<file path="src/include/tsos_pkg.sv">
// Purpose: constants and types of the start/stop/one-shot timer block
// Assumes: 32-bit AXI4-Lite register bus, one clock
// Notes: all timer registers sit in the low byte lane; PRE, SEC, PRI and DIV are 8 bits wide, MODE 2 bits
package tsos_pkg;

  // ****************************************
  // register offsets (byte addresses)
  // ****************************************
  localparam int ADDR_W = 8;
  localparam logic [7:0] OFS_CTRL = 8'h00;
  localparam logic [7:0] OFS_OSHOT = 8'h04;
  localparam logic [7:0] OFS_MODE = 8'h08;
  localparam logic [7:0] OFS_PRE = 8'h0C;
  localparam logic [7:0] OFS_SEC = 8'h10;
  localparam logic [7:0] OFS_PRI = 8'h14;
  localparam logic [7:0] OFS_DIV = 8'h18;

  // ****************************************
  // field positions
  // ****************************************
  localparam int RUN_BIT = 0;
  localparam int ACT_BIT = 1;
  localparam int HALT_BIT = 2;
  localparam int GO_BIT = 0;
  localparam int OSHALT_BIT = 1;
  localparam int OSACT_BIT = 2;

  // ****************************************
  // reset values and answers
  // ****************************************
  localparam logic [7:0] PRE_RST = 8'hFF;
  localparam logic [7:0] CNT_RST = 8'hFF;
  localparam logic [7:0] DIV_RST = 8'h00;
  localparam logic [1:0] RESP_OKAY = 2'h0;
  localparam logic [1:0] RESP_SLVERR = 2'h2;

  typedef enum logic [1:0] {
    MODE_TIMER = 2'b00,
    MODE_WAVE = 2'b01,
    MODE_ONESHOT = 2'b10,
    MODE_WAITSHOT = 2'b11
  } tsos_mode_e;

  typedef struct packed {
    logic awready;
    logic wready;
    logic arready;
    logic aw_v;
    logic [7:0] aw_a;
    logic w_v;
    logic [31:0] w_d;
    logic w_s;
    logic bvalid;
    logic [1:0] bresp;
    logic rvalid;
    logic [1:0] rresp;
    logic [31:0] rdata;
    logic tick;
    logic [7:0] div;
    logic [7:0] div_rl;
    logic run;
    logic run_s1;
    logic act;
    logic go_p;
    logic go_s;
    logic osh_p;
    logic osh_s;
    logic osa;
    logic phase;
    logic tout;
    tsos_mode_e mode;
    logic [7:0] pre_rl;
    logic [7:0] pre_c;
    logic [7:0] sec_rl;
    logic [7:0] pri_rl;
    logic [7:0] cnt;
  } tsos_st_s;

endpackage

</file>
<file path="src/hdl/tsos_top.sv">
// Purpose: 8-bit prescaler plus 8-bit counter timer, AXI4-Lite slave
// Assumes: count source is an enable pulse from a divider on aclk
// Notes: run bit changes cross to the count source over two ticks; the halt bit acts at once
`timescale 1ns/1ps
module tsos_top (
  input wire logic aclk,
  input wire logic aresetn,
  input wire logic awvalid,
  output logic awready,
  input wire logic [7:0] awaddr,
  input wire logic wvalid,
  output logic wready,
  input wire logic [31:0] wdata,
  input wire logic [3:0] wstrb,
  output logic bvalid,
  input wire logic bready,
  output logic [1:0] bresp,
  input wire logic arvalid,
  output logic arready,
  input wire logic [7:0] araddr,
  output logic rvalid,
  input wire logic rready,
  output logic [31:0] rdata,
  output logic [1:0] rresp,
  output logic timer_out
);

  tsos_pkg::tsos_st_s st_r;
  tsos_pkg::tsos_st_s st_nxt;

  // ****************************************
  // next state
  // ****************************************
  always_comb begin
    logic counting;
    logic [7:0] d;
    logic oshot;
    counting = 1'b0;
    d = 8'h00;
    st_nxt = st_r;
    oshot = st_r.mode[1];
    // count source divider
    st_nxt.tick = 1'b0;
    if (st_r.div == 8'h00) begin
      st_nxt.div = st_r.div_rl;
      st_nxt.tick = 1'b1;
    end else begin
      st_nxt.div = st_r.div - 8'h01;
    end
    // count source domain, advanced on each tick
    if (st_r.tick) begin
      st_nxt.run_s1 = st_r.run;
      st_nxt.act = st_r.run_s1;
      if (st_r.act && !st_r.run_s1 && oshot) begin
        st_nxt.pre_c = st_r.pre_rl;
        st_nxt.cnt = st_r.pri_rl;
        st_nxt.osa = 1'b0;
        st_nxt.phase = 1'b0;
        st_nxt.tout = 1'b0;
      end
      st_nxt.go_s = st_r.go_p;
      st_nxt.osh_s = st_r.osh_p;
      if (st_r.go_s) begin
        st_nxt.go_p = 1'b0;
        st_nxt.go_s = 1'b0;
        if (st_r.act && !st_r.osa) begin
          st_nxt.osa = 1'b1;
          st_nxt.tout = (st_r.mode == tsos_pkg::MODE_ONESHOT);
        end
      end
      if (st_r.osh_s) begin
        // a racing go may still win a tick later
        st_nxt.osh_p = 1'b0;
        st_nxt.osh_s = 1'b0;
        st_nxt.osa = 1'b0;
        st_nxt.pre_c = st_r.pre_rl;
        st_nxt.cnt = st_r.pri_rl;
        st_nxt.phase = 1'b0;
        st_nxt.tout = 1'b0;
      end
      counting = st_r.act && (!oshot || st_r.osa);
      if (counting && st_r.run_s1 && !st_r.osh_s) begin
        if (st_r.pre_c != 8'h00) begin
          st_nxt.pre_c = st_r.pre_c - 8'h01;
        end else begin
          st_nxt.pre_c = st_r.pre_rl;
          if (st_r.cnt != 8'h00) begin
            st_nxt.cnt = st_r.cnt - 8'h01;
          end else begin
            case (st_r.mode)
              tsos_pkg::MODE_TIMER: begin
                st_nxt.cnt = st_r.pri_rl;
                st_nxt.tout = !st_r.tout;
              end
              tsos_pkg::MODE_WAVE: begin
                st_nxt.cnt = st_r.phase ? st_r.pri_rl : st_r.sec_rl;
                st_nxt.phase = !st_r.phase;
                st_nxt.tout = !st_r.phase;
              end
              tsos_pkg::MODE_ONESHOT: begin
                st_nxt.cnt = st_r.pri_rl;
                st_nxt.osa = 1'b0;
                st_nxt.tout = 1'b0;
              end
              default: begin
                st_nxt.cnt = st_r.phase ? st_r.pri_rl : st_r.sec_rl;
                st_nxt.phase = !st_r.phase;
                st_nxt.tout = !st_r.phase;
                st_nxt.osa = !st_r.phase;
              end
            endcase
          end
        end
      end
    end
    // ****************************************
    // bus side
    // ****************************************
    if (bready) begin
      st_nxt.bvalid = 1'b0;
    end
    if (rready) begin
      st_nxt.rvalid = 1'b0;
    end
    if (awvalid && st_r.awready) begin
      st_nxt.aw_v = 1'b1;
      st_nxt.aw_a = awaddr;
    end
    if (wvalid && st_r.wready) begin
      st_nxt.w_v = 1'b1;
      st_nxt.w_d = wdata;
      st_nxt.w_s = wstrb[0];
    end
    if (st_r.aw_v && st_r.w_v && !st_r.bvalid) begin
      d = st_r.w_d[7:0];
      st_nxt.aw_v = 1'b0;
      st_nxt.w_v = 1'b0;
      st_nxt.bvalid = 1'b1;
      st_nxt.bresp = tsos_pkg::RESP_OKAY;
      if (!st_r.w_s) begin
        st_nxt.bresp = tsos_pkg::RESP_OKAY;
      end else if (st_r.aw_a == tsos_pkg::OFS_CTRL) begin
        st_nxt.run = d[tsos_pkg::RUN_BIT];
        if (d[tsos_pkg::HALT_BIT]) begin
          // bypasses the sync chain on purpose
          st_nxt.run = 1'b0;
          st_nxt.run_s1 = 1'b0;
          st_nxt.act = 1'b0;
          st_nxt.osa = 1'b0;
          st_nxt.go_p = 1'b0;
          st_nxt.go_s = 1'b0;
          st_nxt.tout = 1'b0;
        end
      end else if (st_r.aw_a == tsos_pkg::OFS_OSHOT) begin
        if (d[tsos_pkg::GO_BIT] && oshot && !st_r.osa) begin
          st_nxt.go_p = 1'b1;
        end
        if (d[tsos_pkg::OSHALT_BIT] && oshot) begin
          st_nxt.osh_p = 1'b1;
        end
      end else if (st_r.aw_a == tsos_pkg::OFS_MODE) begin
        st_nxt.mode = tsos_pkg::tsos_mode_e'(d[1:0]);
      end else if (st_r.aw_a == tsos_pkg::OFS_PRE) begin
        st_nxt.pre_rl = d;
        if (!st_r.act) begin
          st_nxt.pre_c = d;
        end
      end else if (st_r.aw_a == tsos_pkg::OFS_SEC) begin
        st_nxt.sec_rl = d;
      end else if (st_r.aw_a == tsos_pkg::OFS_PRI) begin
        st_nxt.pri_rl = d;
        if (!st_r.act) begin
          st_nxt.cnt = d;
        end
      end else if (st_r.aw_a == tsos_pkg::OFS_DIV) begin
        st_nxt.div_rl = d;
      end else begin
        st_nxt.bresp = tsos_pkg::RESP_SLVERR;
      end
    end
    if (arvalid && st_r.arready) begin
      st_nxt.rvalid = 1'b1;
      st_nxt.rresp = tsos_pkg::RESP_OKAY;
      st_nxt.rdata = 32'h0000_0000;
      if (araddr == tsos_pkg::OFS_CTRL) begin
        st_nxt.rdata[tsos_pkg::RUN_BIT] = st_r.run;
        st_nxt.rdata[tsos_pkg::ACT_BIT] = st_r.act;
      end else if (araddr == tsos_pkg::OFS_OSHOT) begin
        st_nxt.rdata[tsos_pkg::OSACT_BIT] = st_r.osa;
      end else if (araddr == tsos_pkg::OFS_MODE) begin
        st_nxt.rdata[1:0] = st_r.mode;
      end else if (araddr == tsos_pkg::OFS_PRE) begin
        // live count, not latched with the primary byte
        st_nxt.rdata[7:0] = st_r.pre_c;
      end else if (araddr == tsos_pkg::OFS_SEC) begin
        st_nxt.rdata[7:0] = st_r.sec_rl;
      end else if (araddr == tsos_pkg::OFS_PRI) begin
        st_nxt.rdata[7:0] = st_r.cnt;
      end else if (araddr == tsos_pkg::OFS_DIV) begin
        st_nxt.rdata[7:0] = st_r.div_rl;
      end else begin
        st_nxt.rresp = tsos_pkg::RESP_SLVERR;
      end
    end
    st_nxt.awready = !st_nxt.aw_v;
    st_nxt.wready = !st_nxt.w_v;
    st_nxt.arready = !st_nxt.rvalid;
  end

  always_ff @(posedge aclk) begin
    if (!aresetn) begin
      st_r <= '0;
      st_r.awready <= 1'b1;
      st_r.wready <= 1'b1;
      st_r.arready <= 1'b1;
      st_r.pre_rl <= tsos_pkg::PRE_RST;
      st_r.pre_c <= tsos_pkg::PRE_RST;
      st_r.pri_rl <= tsos_pkg::CNT_RST;
      st_r.cnt <= tsos_pkg::CNT_RST;
      st_r.sec_rl <= tsos_pkg::CNT_RST;
      st_r.div_rl <= tsos_pkg::DIV_RST;
      st_r.div <= tsos_pkg::DIV_RST;
    end else begin
      st_r <= st_nxt;
    end
  end

  assign awready = st_r.awready;
  assign wready = st_r.wready;
  assign arready = st_r.arready;
  assign bvalid = st_r.bvalid;
  assign bresp = st_r.bresp;
  assign rvalid = st_r.rvalid;
  assign rdata = st_r.rdata;
  assign rresp = st_r.rresp;
  assign timer_out = st_r.tout;

  logic halt_wr;
  assign halt_wr = st_r.aw_v && st_r.w_v && !st_r.bvalid && st_r.w_s
    && st_r.aw_a == tsos_pkg::OFS_CTRL && st_r.w_d[tsos_pkg::HALT_BIT];
endmodule

</file>
<file path="config.mk">
export PLATFORM = sky130hd
export DESIGN_NAME = tsos_top
export DESIGN_NICKNAME = d
export VERILOG_FILES = /design/src/include/tsos_pkg.sv /design/src/hdl/tsos_top.sv
export SDC_FILE = /design/constraint.sdc
export NUM_CORES = 1
export LEC_CHECK = 0
export BUFFER_PORTS_ARGS = -buffer_cell sky130_fd_sc_hd__buf_2
export CAP_MARGIN = 20
export CORE_MARGIN = 4
export CORE_UTILIZATION = 35
export CTS_CLUSTER_SIZE = 24
export DETAILED_ROUTE_END_ITERATION = 16
export SYNTH_ARGS = -nofsm -noshare
export SYNTH_HDL_FRONTEND = slang
export SYNTH_SLANG_ARGS = --single-unit
</file>
<file path="constraint.sdc">
create_clock -name aclk -period 4.36 [get_ports aclk]
set_clock_uncertainty 0.1 [all_clocks]
set_input_delay 0.436 -clock aclk [delete_from_list [all_inputs] [get_ports aclk]]
set_output_delay 0.436 -clock aclk [all_outputs]
set_load 0.05 [all_outputs]
</file>
## Yosys cells after proc, flatten, opt, wreduce, memory -nomap -nowiden

Index checks and enable logic that the tools add are counted.

| operators by class | value |
|---|---|
| bitwise operators | 6 |
| multiply operators | 0 |
| reductions and logical operators | 40 |
| add/subtract/negate cells | 3 |
| equal/unequal tests | 14 |
| shift-type cells | 0 |
| magnitude comparators | 0 |
| divide/modulo/power cells | 0 |
| mux-type cells | 93 |

Operator list:

| cell | count |
|---|---|
| 2-to-1 mux 8 bit | 21 |
| 2-to-1 mux 43 bit | 2 |
| 2-to-1 mux 42 bit | 2 |
| equality test 8 x 5 -> 1 bit, second input constant | 6 |
| 2-to-1 mux 16 bit | 3 |
| 2-to-1 mux 2 bit | 21 |
| 2-to-1 mux 40 bit | 1 |
| 2-to-1 mux 35 bit | 1 |
| 2-to-1 mux 34 bit | 1 |
| equality test 8 x 4 -> 1 bit, second input constant | 4 |
| 2-to-1 mux 5 bit | 5 |
| logical NOT 8 bit | 3 |
| 2-to-1 mux 1 bit | 24 |
| 2-to-1 mux 24 bit | 1 |
| subtractor 8 x 1 -> 8 bit, second input constant | 3 |
| 2-to-1 mux 9 bit | 2 |
| equality test 8 x 3 -> 1 bit, second input constant | 2 |
| nonzero test 8 bit | 2 |
| 2-to-1 mux 3 bit | 5 |
| logical AND 1 bit | 14 |
| 2-to-1 mux 6 bit | 2 |
| logical NOT 1 bit | 10 |
| AND reduction 9 bit | 1 |
| AND reduction 8 bit | 1 |
| 12 further kinds | 19 |

| storage, ports and cells | value |
|---|---|
| output and inout bits | 42 |
| memory bits (writable) | 0 |
| bits in read-only memories | 0 |
| latch bits | 0 |
| register bits after elaboration | 129 |
| memories | 0 |
| word-level logic and storage cells | 188 |
| input bits | 59 |

## Depth between registers and ports, before layout

| depth | value |
|---|---|
| depth in word-level cells | 17 |
| mapped depth | 9 |

## Least setup slack after synthesis

OpenSTA, ideal clock, no wires.

| path | value |
|---|---|
| kind | reg-to-reg |
| from | register st_r[26] (netlist name) |
| to | register st_r[4] (netlist name) |
| setup slack | 2.082 ns |
| required time | 4.136 ns |
| path buffers | 1 |
| arrival time | 2.054 ns |
| cell stages (with the launch flop) | 8 |
| clock period less this slack | 2.278 ns |
| cells stage by stage | dfxtp_1 buf_6 or4_4 or3_4 nor2_8 and2_4 a2111oi_1 a2111o_1 |

| between the ends | value |
|---|---|
| cells in the longest elaborated chain, start to end | 13 |

RTL lines:

| what | RTL line | text |
|---|---|---|
| start: declaration | tsos_top.sv:28 | `tsos_pkg::tsos_st_s st_r;` |
| start signal: assignment | tsos_top.sv:224 | `st_r <= st_nxt;` |
| nonzero test 8 bit (*) | tsos_top.sv:83 | `if (st_r.pre_c != 8'h00) begin` |
| 2-to-1 mux 8 bit (*) | tsos_top.sv:83 |  |
| 2-to-1 mux 8 bit (*) | tsos_top.sv:82 | `if (counting && st_r.run_s1 && !st_r.osh_s) begin` |
| 2-to-1 mux 8 bit (*) | tsos_top.sv:51 | `if (st_r.tick) begin` |
| 2-to-1 mux 8 bit | tsos_top.sv:172 | `if (!st_r.act) begin` |
| 2-to-1 mux 16 bit | tsos_top.sv:170 | `end else if (st_r.aw_a == tsos_pkg::OFS_PRI) begin` |
| 2-to-1 mux 16 bit | tsos_top.sv:168 | `end else if (st_r.aw_a == tsos_pkg::OFS_SEC) begin` |
| 2-to-1 mux 24 bit | tsos_top.sv:163 | `end else if (st_r.aw_a == tsos_pkg::OFS_PRE) begin` |
| 2-to-1 mux 40 bit | tsos_top.sv:161 | `end else if (st_r.aw_a == tsos_pkg::OFS_MODE) begin` |
| 2-to-1 mux 42 bit | tsos_top.sv:154 | `end else if (st_r.aw_a == tsos_pkg::OFS_OSHOT) begin` |
| 2-to-1 mux 42 bit | tsos_top.sv:142 | `end else if (st_r.aw_a == tsos_pkg::OFS_CTRL) begin` |
| 2-to-1 mux 43 bit | tsos_top.sv:140 | `if (!st_r.w_s) begin` |
| 2-to-1 mux 43 bit (*) | tsos_top.sv:134 | `if (st_r.aw_v && st_r.w_v && !st_r.bvalid) begin` |

Every way passes the cells marked *; elsewhere a longest branch is shown, timed or not.
A chain may end at the register's enable or synchronous reset.

## Final worst setup path

| path | value |
|---|---|
| from | register st_r[146] (netlist name) |
| to | register st_r[16] (netlist name) |

| between the ends | value |
|---|---|
| cells in the longest elaborated chain, start to end | 3 |
| elaborated cells between the ends (all ways) | 10 |
| classes of those cells | 4 x eq/ne; 4 x bitwise; 2 x reduce/logical |

RTL lines:

| what | RTL line |
|---|---|
| equality test 8 x 4 -> 1 bit (tied with other cells) | tsos_top.sv:163 |
| inverter 1 bit (no line) | n/a |
| AND reduction 7 bit (no line) (*) | n/a |

Marked as above.

==> summary.txt <==
Outcome
  • Status: finished, final reports clean

STA
  • Final WS setup: 1.342 ns
  • Final worst path period share: 69.22%
  • Least-Margin Pin Slew: 0.9299 ns
  • Fin. Hold Viols: 0
  • Crit path time final: 3.018 ns
  • RSZ-0062 raised after global routing: no
  • Slew headroom: 37.43%
  • Max-slew violations: 0
  • Final setup vio count: 0
  • Achievable Freq: 331.4 MHz
  • Setup TNS: 0 ns

Synthesis
  • Count leader, synth: nand2_1
  • Syn. warnings: 0
  • Sequential area share after synthesis: 37.49%
  • EDFF count, synth: 0
  • Top cell type by total area after synthesis: dfxtp_1
  • Cell count after synthesis: 704
  • Yosys reg bits: 103
  • Post-Syn Area per Cell: 7.813 um2
  • Unique masters post-synth: 67
  • Synthesized cell area: between 0.005 and 0.006 mm2
  • Post-synth top cells: nand2_1, dfxtp_1, nor2_1
  • Share of the synthesized area in the top cell type: 37.49%
  • Post-synth ARST share: 0%
  • Top_reg_cell synth: dfxtp_1
  • Synth top area cells: dfxtp_1, nand2_1, buf_4

Global route
  • Antenna violations before repair: 0
  • Global-route wire length before repair: 24,600 um
  • Grt ovf: 0
  • Largest net degree at the start of global routing: 45
  • Number of global-route vias before repair: 4,617
  • Tot GR Track Use: between 10% and 20%

Clocking
  • Resized cells post-CTS: 0
  • CTS Hold Bufs: 0
  • Clock Latency Late Sink: about 0.37 ns
  • Bufs on Longest Clock Path: 2
  • CTS clk-pin slew, worst paths: around 0.080 ns
  • CTS tree: built
  • Num CTS Buffers: 9
  • Setup Fix Bufs, Post-CTS: 0
  • Clock Sink Count: 103
  • H-tree depth: 3
  • CTS root buffer: clkbuf_16

Worst setup path
  • Bufs and invs on worst path: 0
  • CP Max Fanout: 12
  • Critical Path Max Stage Delay: roughly 0.7 ns
  • Setup CP Type: register to register
  • WP data arrival: 3.14 ns
  • CP delay by family, top: simple AND/OR/NAND/NOR gates
  • Crit path cell chain: or4_1 -> or3_1 -> nor2_1 -> nand2_1 -> nand2_1 -> o211ai_1
  • Worst reg-to-reg path cell count: 6
  • FF-to-FF setup slack: 1.34 ns
  • CP endpoint kind: register
  • Startpoint types: register
  • Critical Path Most Common Cell: nand2_1
  • Data required, critical path: about 4.5 ns
  • Reg-to-Reg Start: st_r[146]
  • CP max stage cell: nor2_1
  • Reg-to-Reg End: st_r[16]

Placed design
  • Placed wire-length estimate: 10,990 um
  • Final Wtd Congestion: 0.9374
  • Dpl cell area: 0.005694 mm2
  • Buffers on Ports: 47
  • DP Worst Slack: 1.401 ns

Floorplanning
  • Height of the die: approximately 130 um
  • Die width: 133.4 um
  • Core Region: 0.01531 mm2
  • Die area: 0.01778 mm2
  • Initial core utilization: 35.92%
  • Num ports: 101
  • Rows: 45

Worst hold path
  • Hold_sp: wstrb[0]
  • HP Class: input pin to register
  • Hold Path Stages: 3
  • Worst hold path endpoint: st_r[107]

Finish
  • Area growth, synth to finish: 8.940%
  • Layout cells sized above 1: between 10% and 20%
  • # diodes: 0
  • Post-route cell area: 0.005992 mm2
  • Post-layout nets: 778
  • Filler cells: 1,636

Drt
  • Routed vias/inst: 5.351
  • Final wirelength: approximately 15,000 um
  • Vias after detailed routing: 4,976
  • Drc violations: 0
  • Detailed Routing Iterations Pass 1: 5
  • Final ANT Viol Nets: 0
  • 1st-iter DRT viols: 484
  • Routed len/inst: 16.31 um

Power
  • Leakage: approximately 2.4 nW
  • Combinational share of power: 20.1%
  • Part of the power in registers: 45.7%
  • P_sw: 0.8002 mW
  • Power density cells: 399.7 mW/mm2
  • VDD IR max: 0.1937 mV
  • Clock share of power: 34.2%
  • Sw Ratio: roughly 33%
  • Cell Int Power: 1.595 mW

Flow run
  • Maxcap violations: 0
==> routing by layer <==
| layer | routed length [um] | GRT usage (%) | up-vias |
|---|---|---|---|
| met5 | 0 | 0 | - |
| met4 | 346 | 5.886 | 0 |
| met3 | 996 | 4.494 | 27 |
| met2 | 6531 | 25.62 | 176 |
| met1 | 7297 | 24.14 | 2327 |
| li1 | - | - | 2446 |
==> registers in the layout (all words and copies together) (netlist names) <==
| signal | count |
|---|---|
| st_r | 87 |
| rdata | 8 |
| arready | 1 |
| awready | 1 |
| bresp | 1 |
| bvalid | 1 |
| rresp | 1 |
| rvalid | 1 |
| timer_out | 1 |
| wready | 1 |
==> cells by family (layout without fill, tap and decap cells) <==
family,after synthesis,count (layout),synth area share (%)
buffers and inverters,106,96,9.964
DFF,103,103,37.49
adders and majority gates,5,5,1.137
muxes,31,31,5.732
AOI/OAI and AO/OA,161,161,19.20
other,1,26,0.06818
xor gates and xnor gates,9,9,1.433
and+or+nand+nor,288,288,24.98
==> placed cells by master, fill, tap and decap left out, types with 6 or more instances in the layout <==
| cell | Yosys | routed |
|---|---|---|
| dfxtp_1 | 103 | 103 |
| conb_1 | 1 | 26 |
| nor3_1 | 11 | 11 |
| nor2b_1 | 9 | 9 |
| and3_1 | 7 | 7 |
| a22oi_1 | 8 | 8 |
| o21ai_0 | 19 | 19 |
| buf_2 | 6 | 47 |
| nor2_1 | 54 | 54 |
| a211oi_1 | 12 | 12 |
| nand2_1 | 121 | 121 |
| a21oi_1 | 52 | 52 |
| clkbuf_16 | 0 | 9 |
| a31oi_1 | 14 | 14 |
| mux2i_1 | 27 | 27 |
| nand3_1 | 33 | 33 |
| o211ai_1 | 13 | 13 |
| nand2b_1 | 10 | 10 |
| xnor2_1 | 6 | 6 |
| and2_1 | 8 | 8 |
| inv_1 | 27 | 27 |
==> worst max path at each step <==
stage | start | endpoint | slack, ns | cells after the start
after detailed placement | st_r[146] | st_r[16] | 1.40 | 6
after CTS | st_r[146] | st_r[16] | 1.39 | 6
final | st_r[146] | st_r[16] | 1.34 | 6
after global placement | st_r[146] | st_r[18] | 1.44 | 6
after global routing | st_r[146] | st_r[22] | 1.12 | 6
after floorplan | st_r[26] | st_r[4] | 2.08 | 7
==> stage by stage <==
stage | cells | utilization, % | hold slack [ns] | total power [mW]
finish | 930 | 39.13 | 0.1994 | 2.395
global route | 930 | 39.13 | 0.1893 | 2.514
CTS | 930 | 39.13 | 0.1883 | 2.415
detailed placement | 914 | 37.18 | 0.3411 | 1.593
global placement | 914 | 37.18 | 0.3371 | 1.587
floorplan | 729 | - | 0.3263 | 1.499
==> power by group through the flow <==
stage	clock, mW	sequential (mW)	combinational, mW
after floorplan	0	1.09	0.410
after global placement	0	1.11	0.474
after detailed placement	0	1.11	0.479
after CTS	0.839	1.09	0.480
after global routing	0.872	1.11	0.533
final	0.819	1.10	0.481
==> cell type report <==
type	count	area [um2]	area share (%)
multi-input cells	520	2990	49.91
clock inverters	7	72.57	1.211
inverters	28	105.1	1.754
well taps	211	264.0	4.406
repair buffers	52	272.8	4.552
flip-flops and latches	103	2062	34.41
clock buffers	9	225.2	3.759
==> worst min-delay path: stages <==
cell and delay [ns]:
buf_2 0.09, nand2_1 0.04, a21oi_1 0.05
Note: power is estimated with default switching activity, not from simulation.
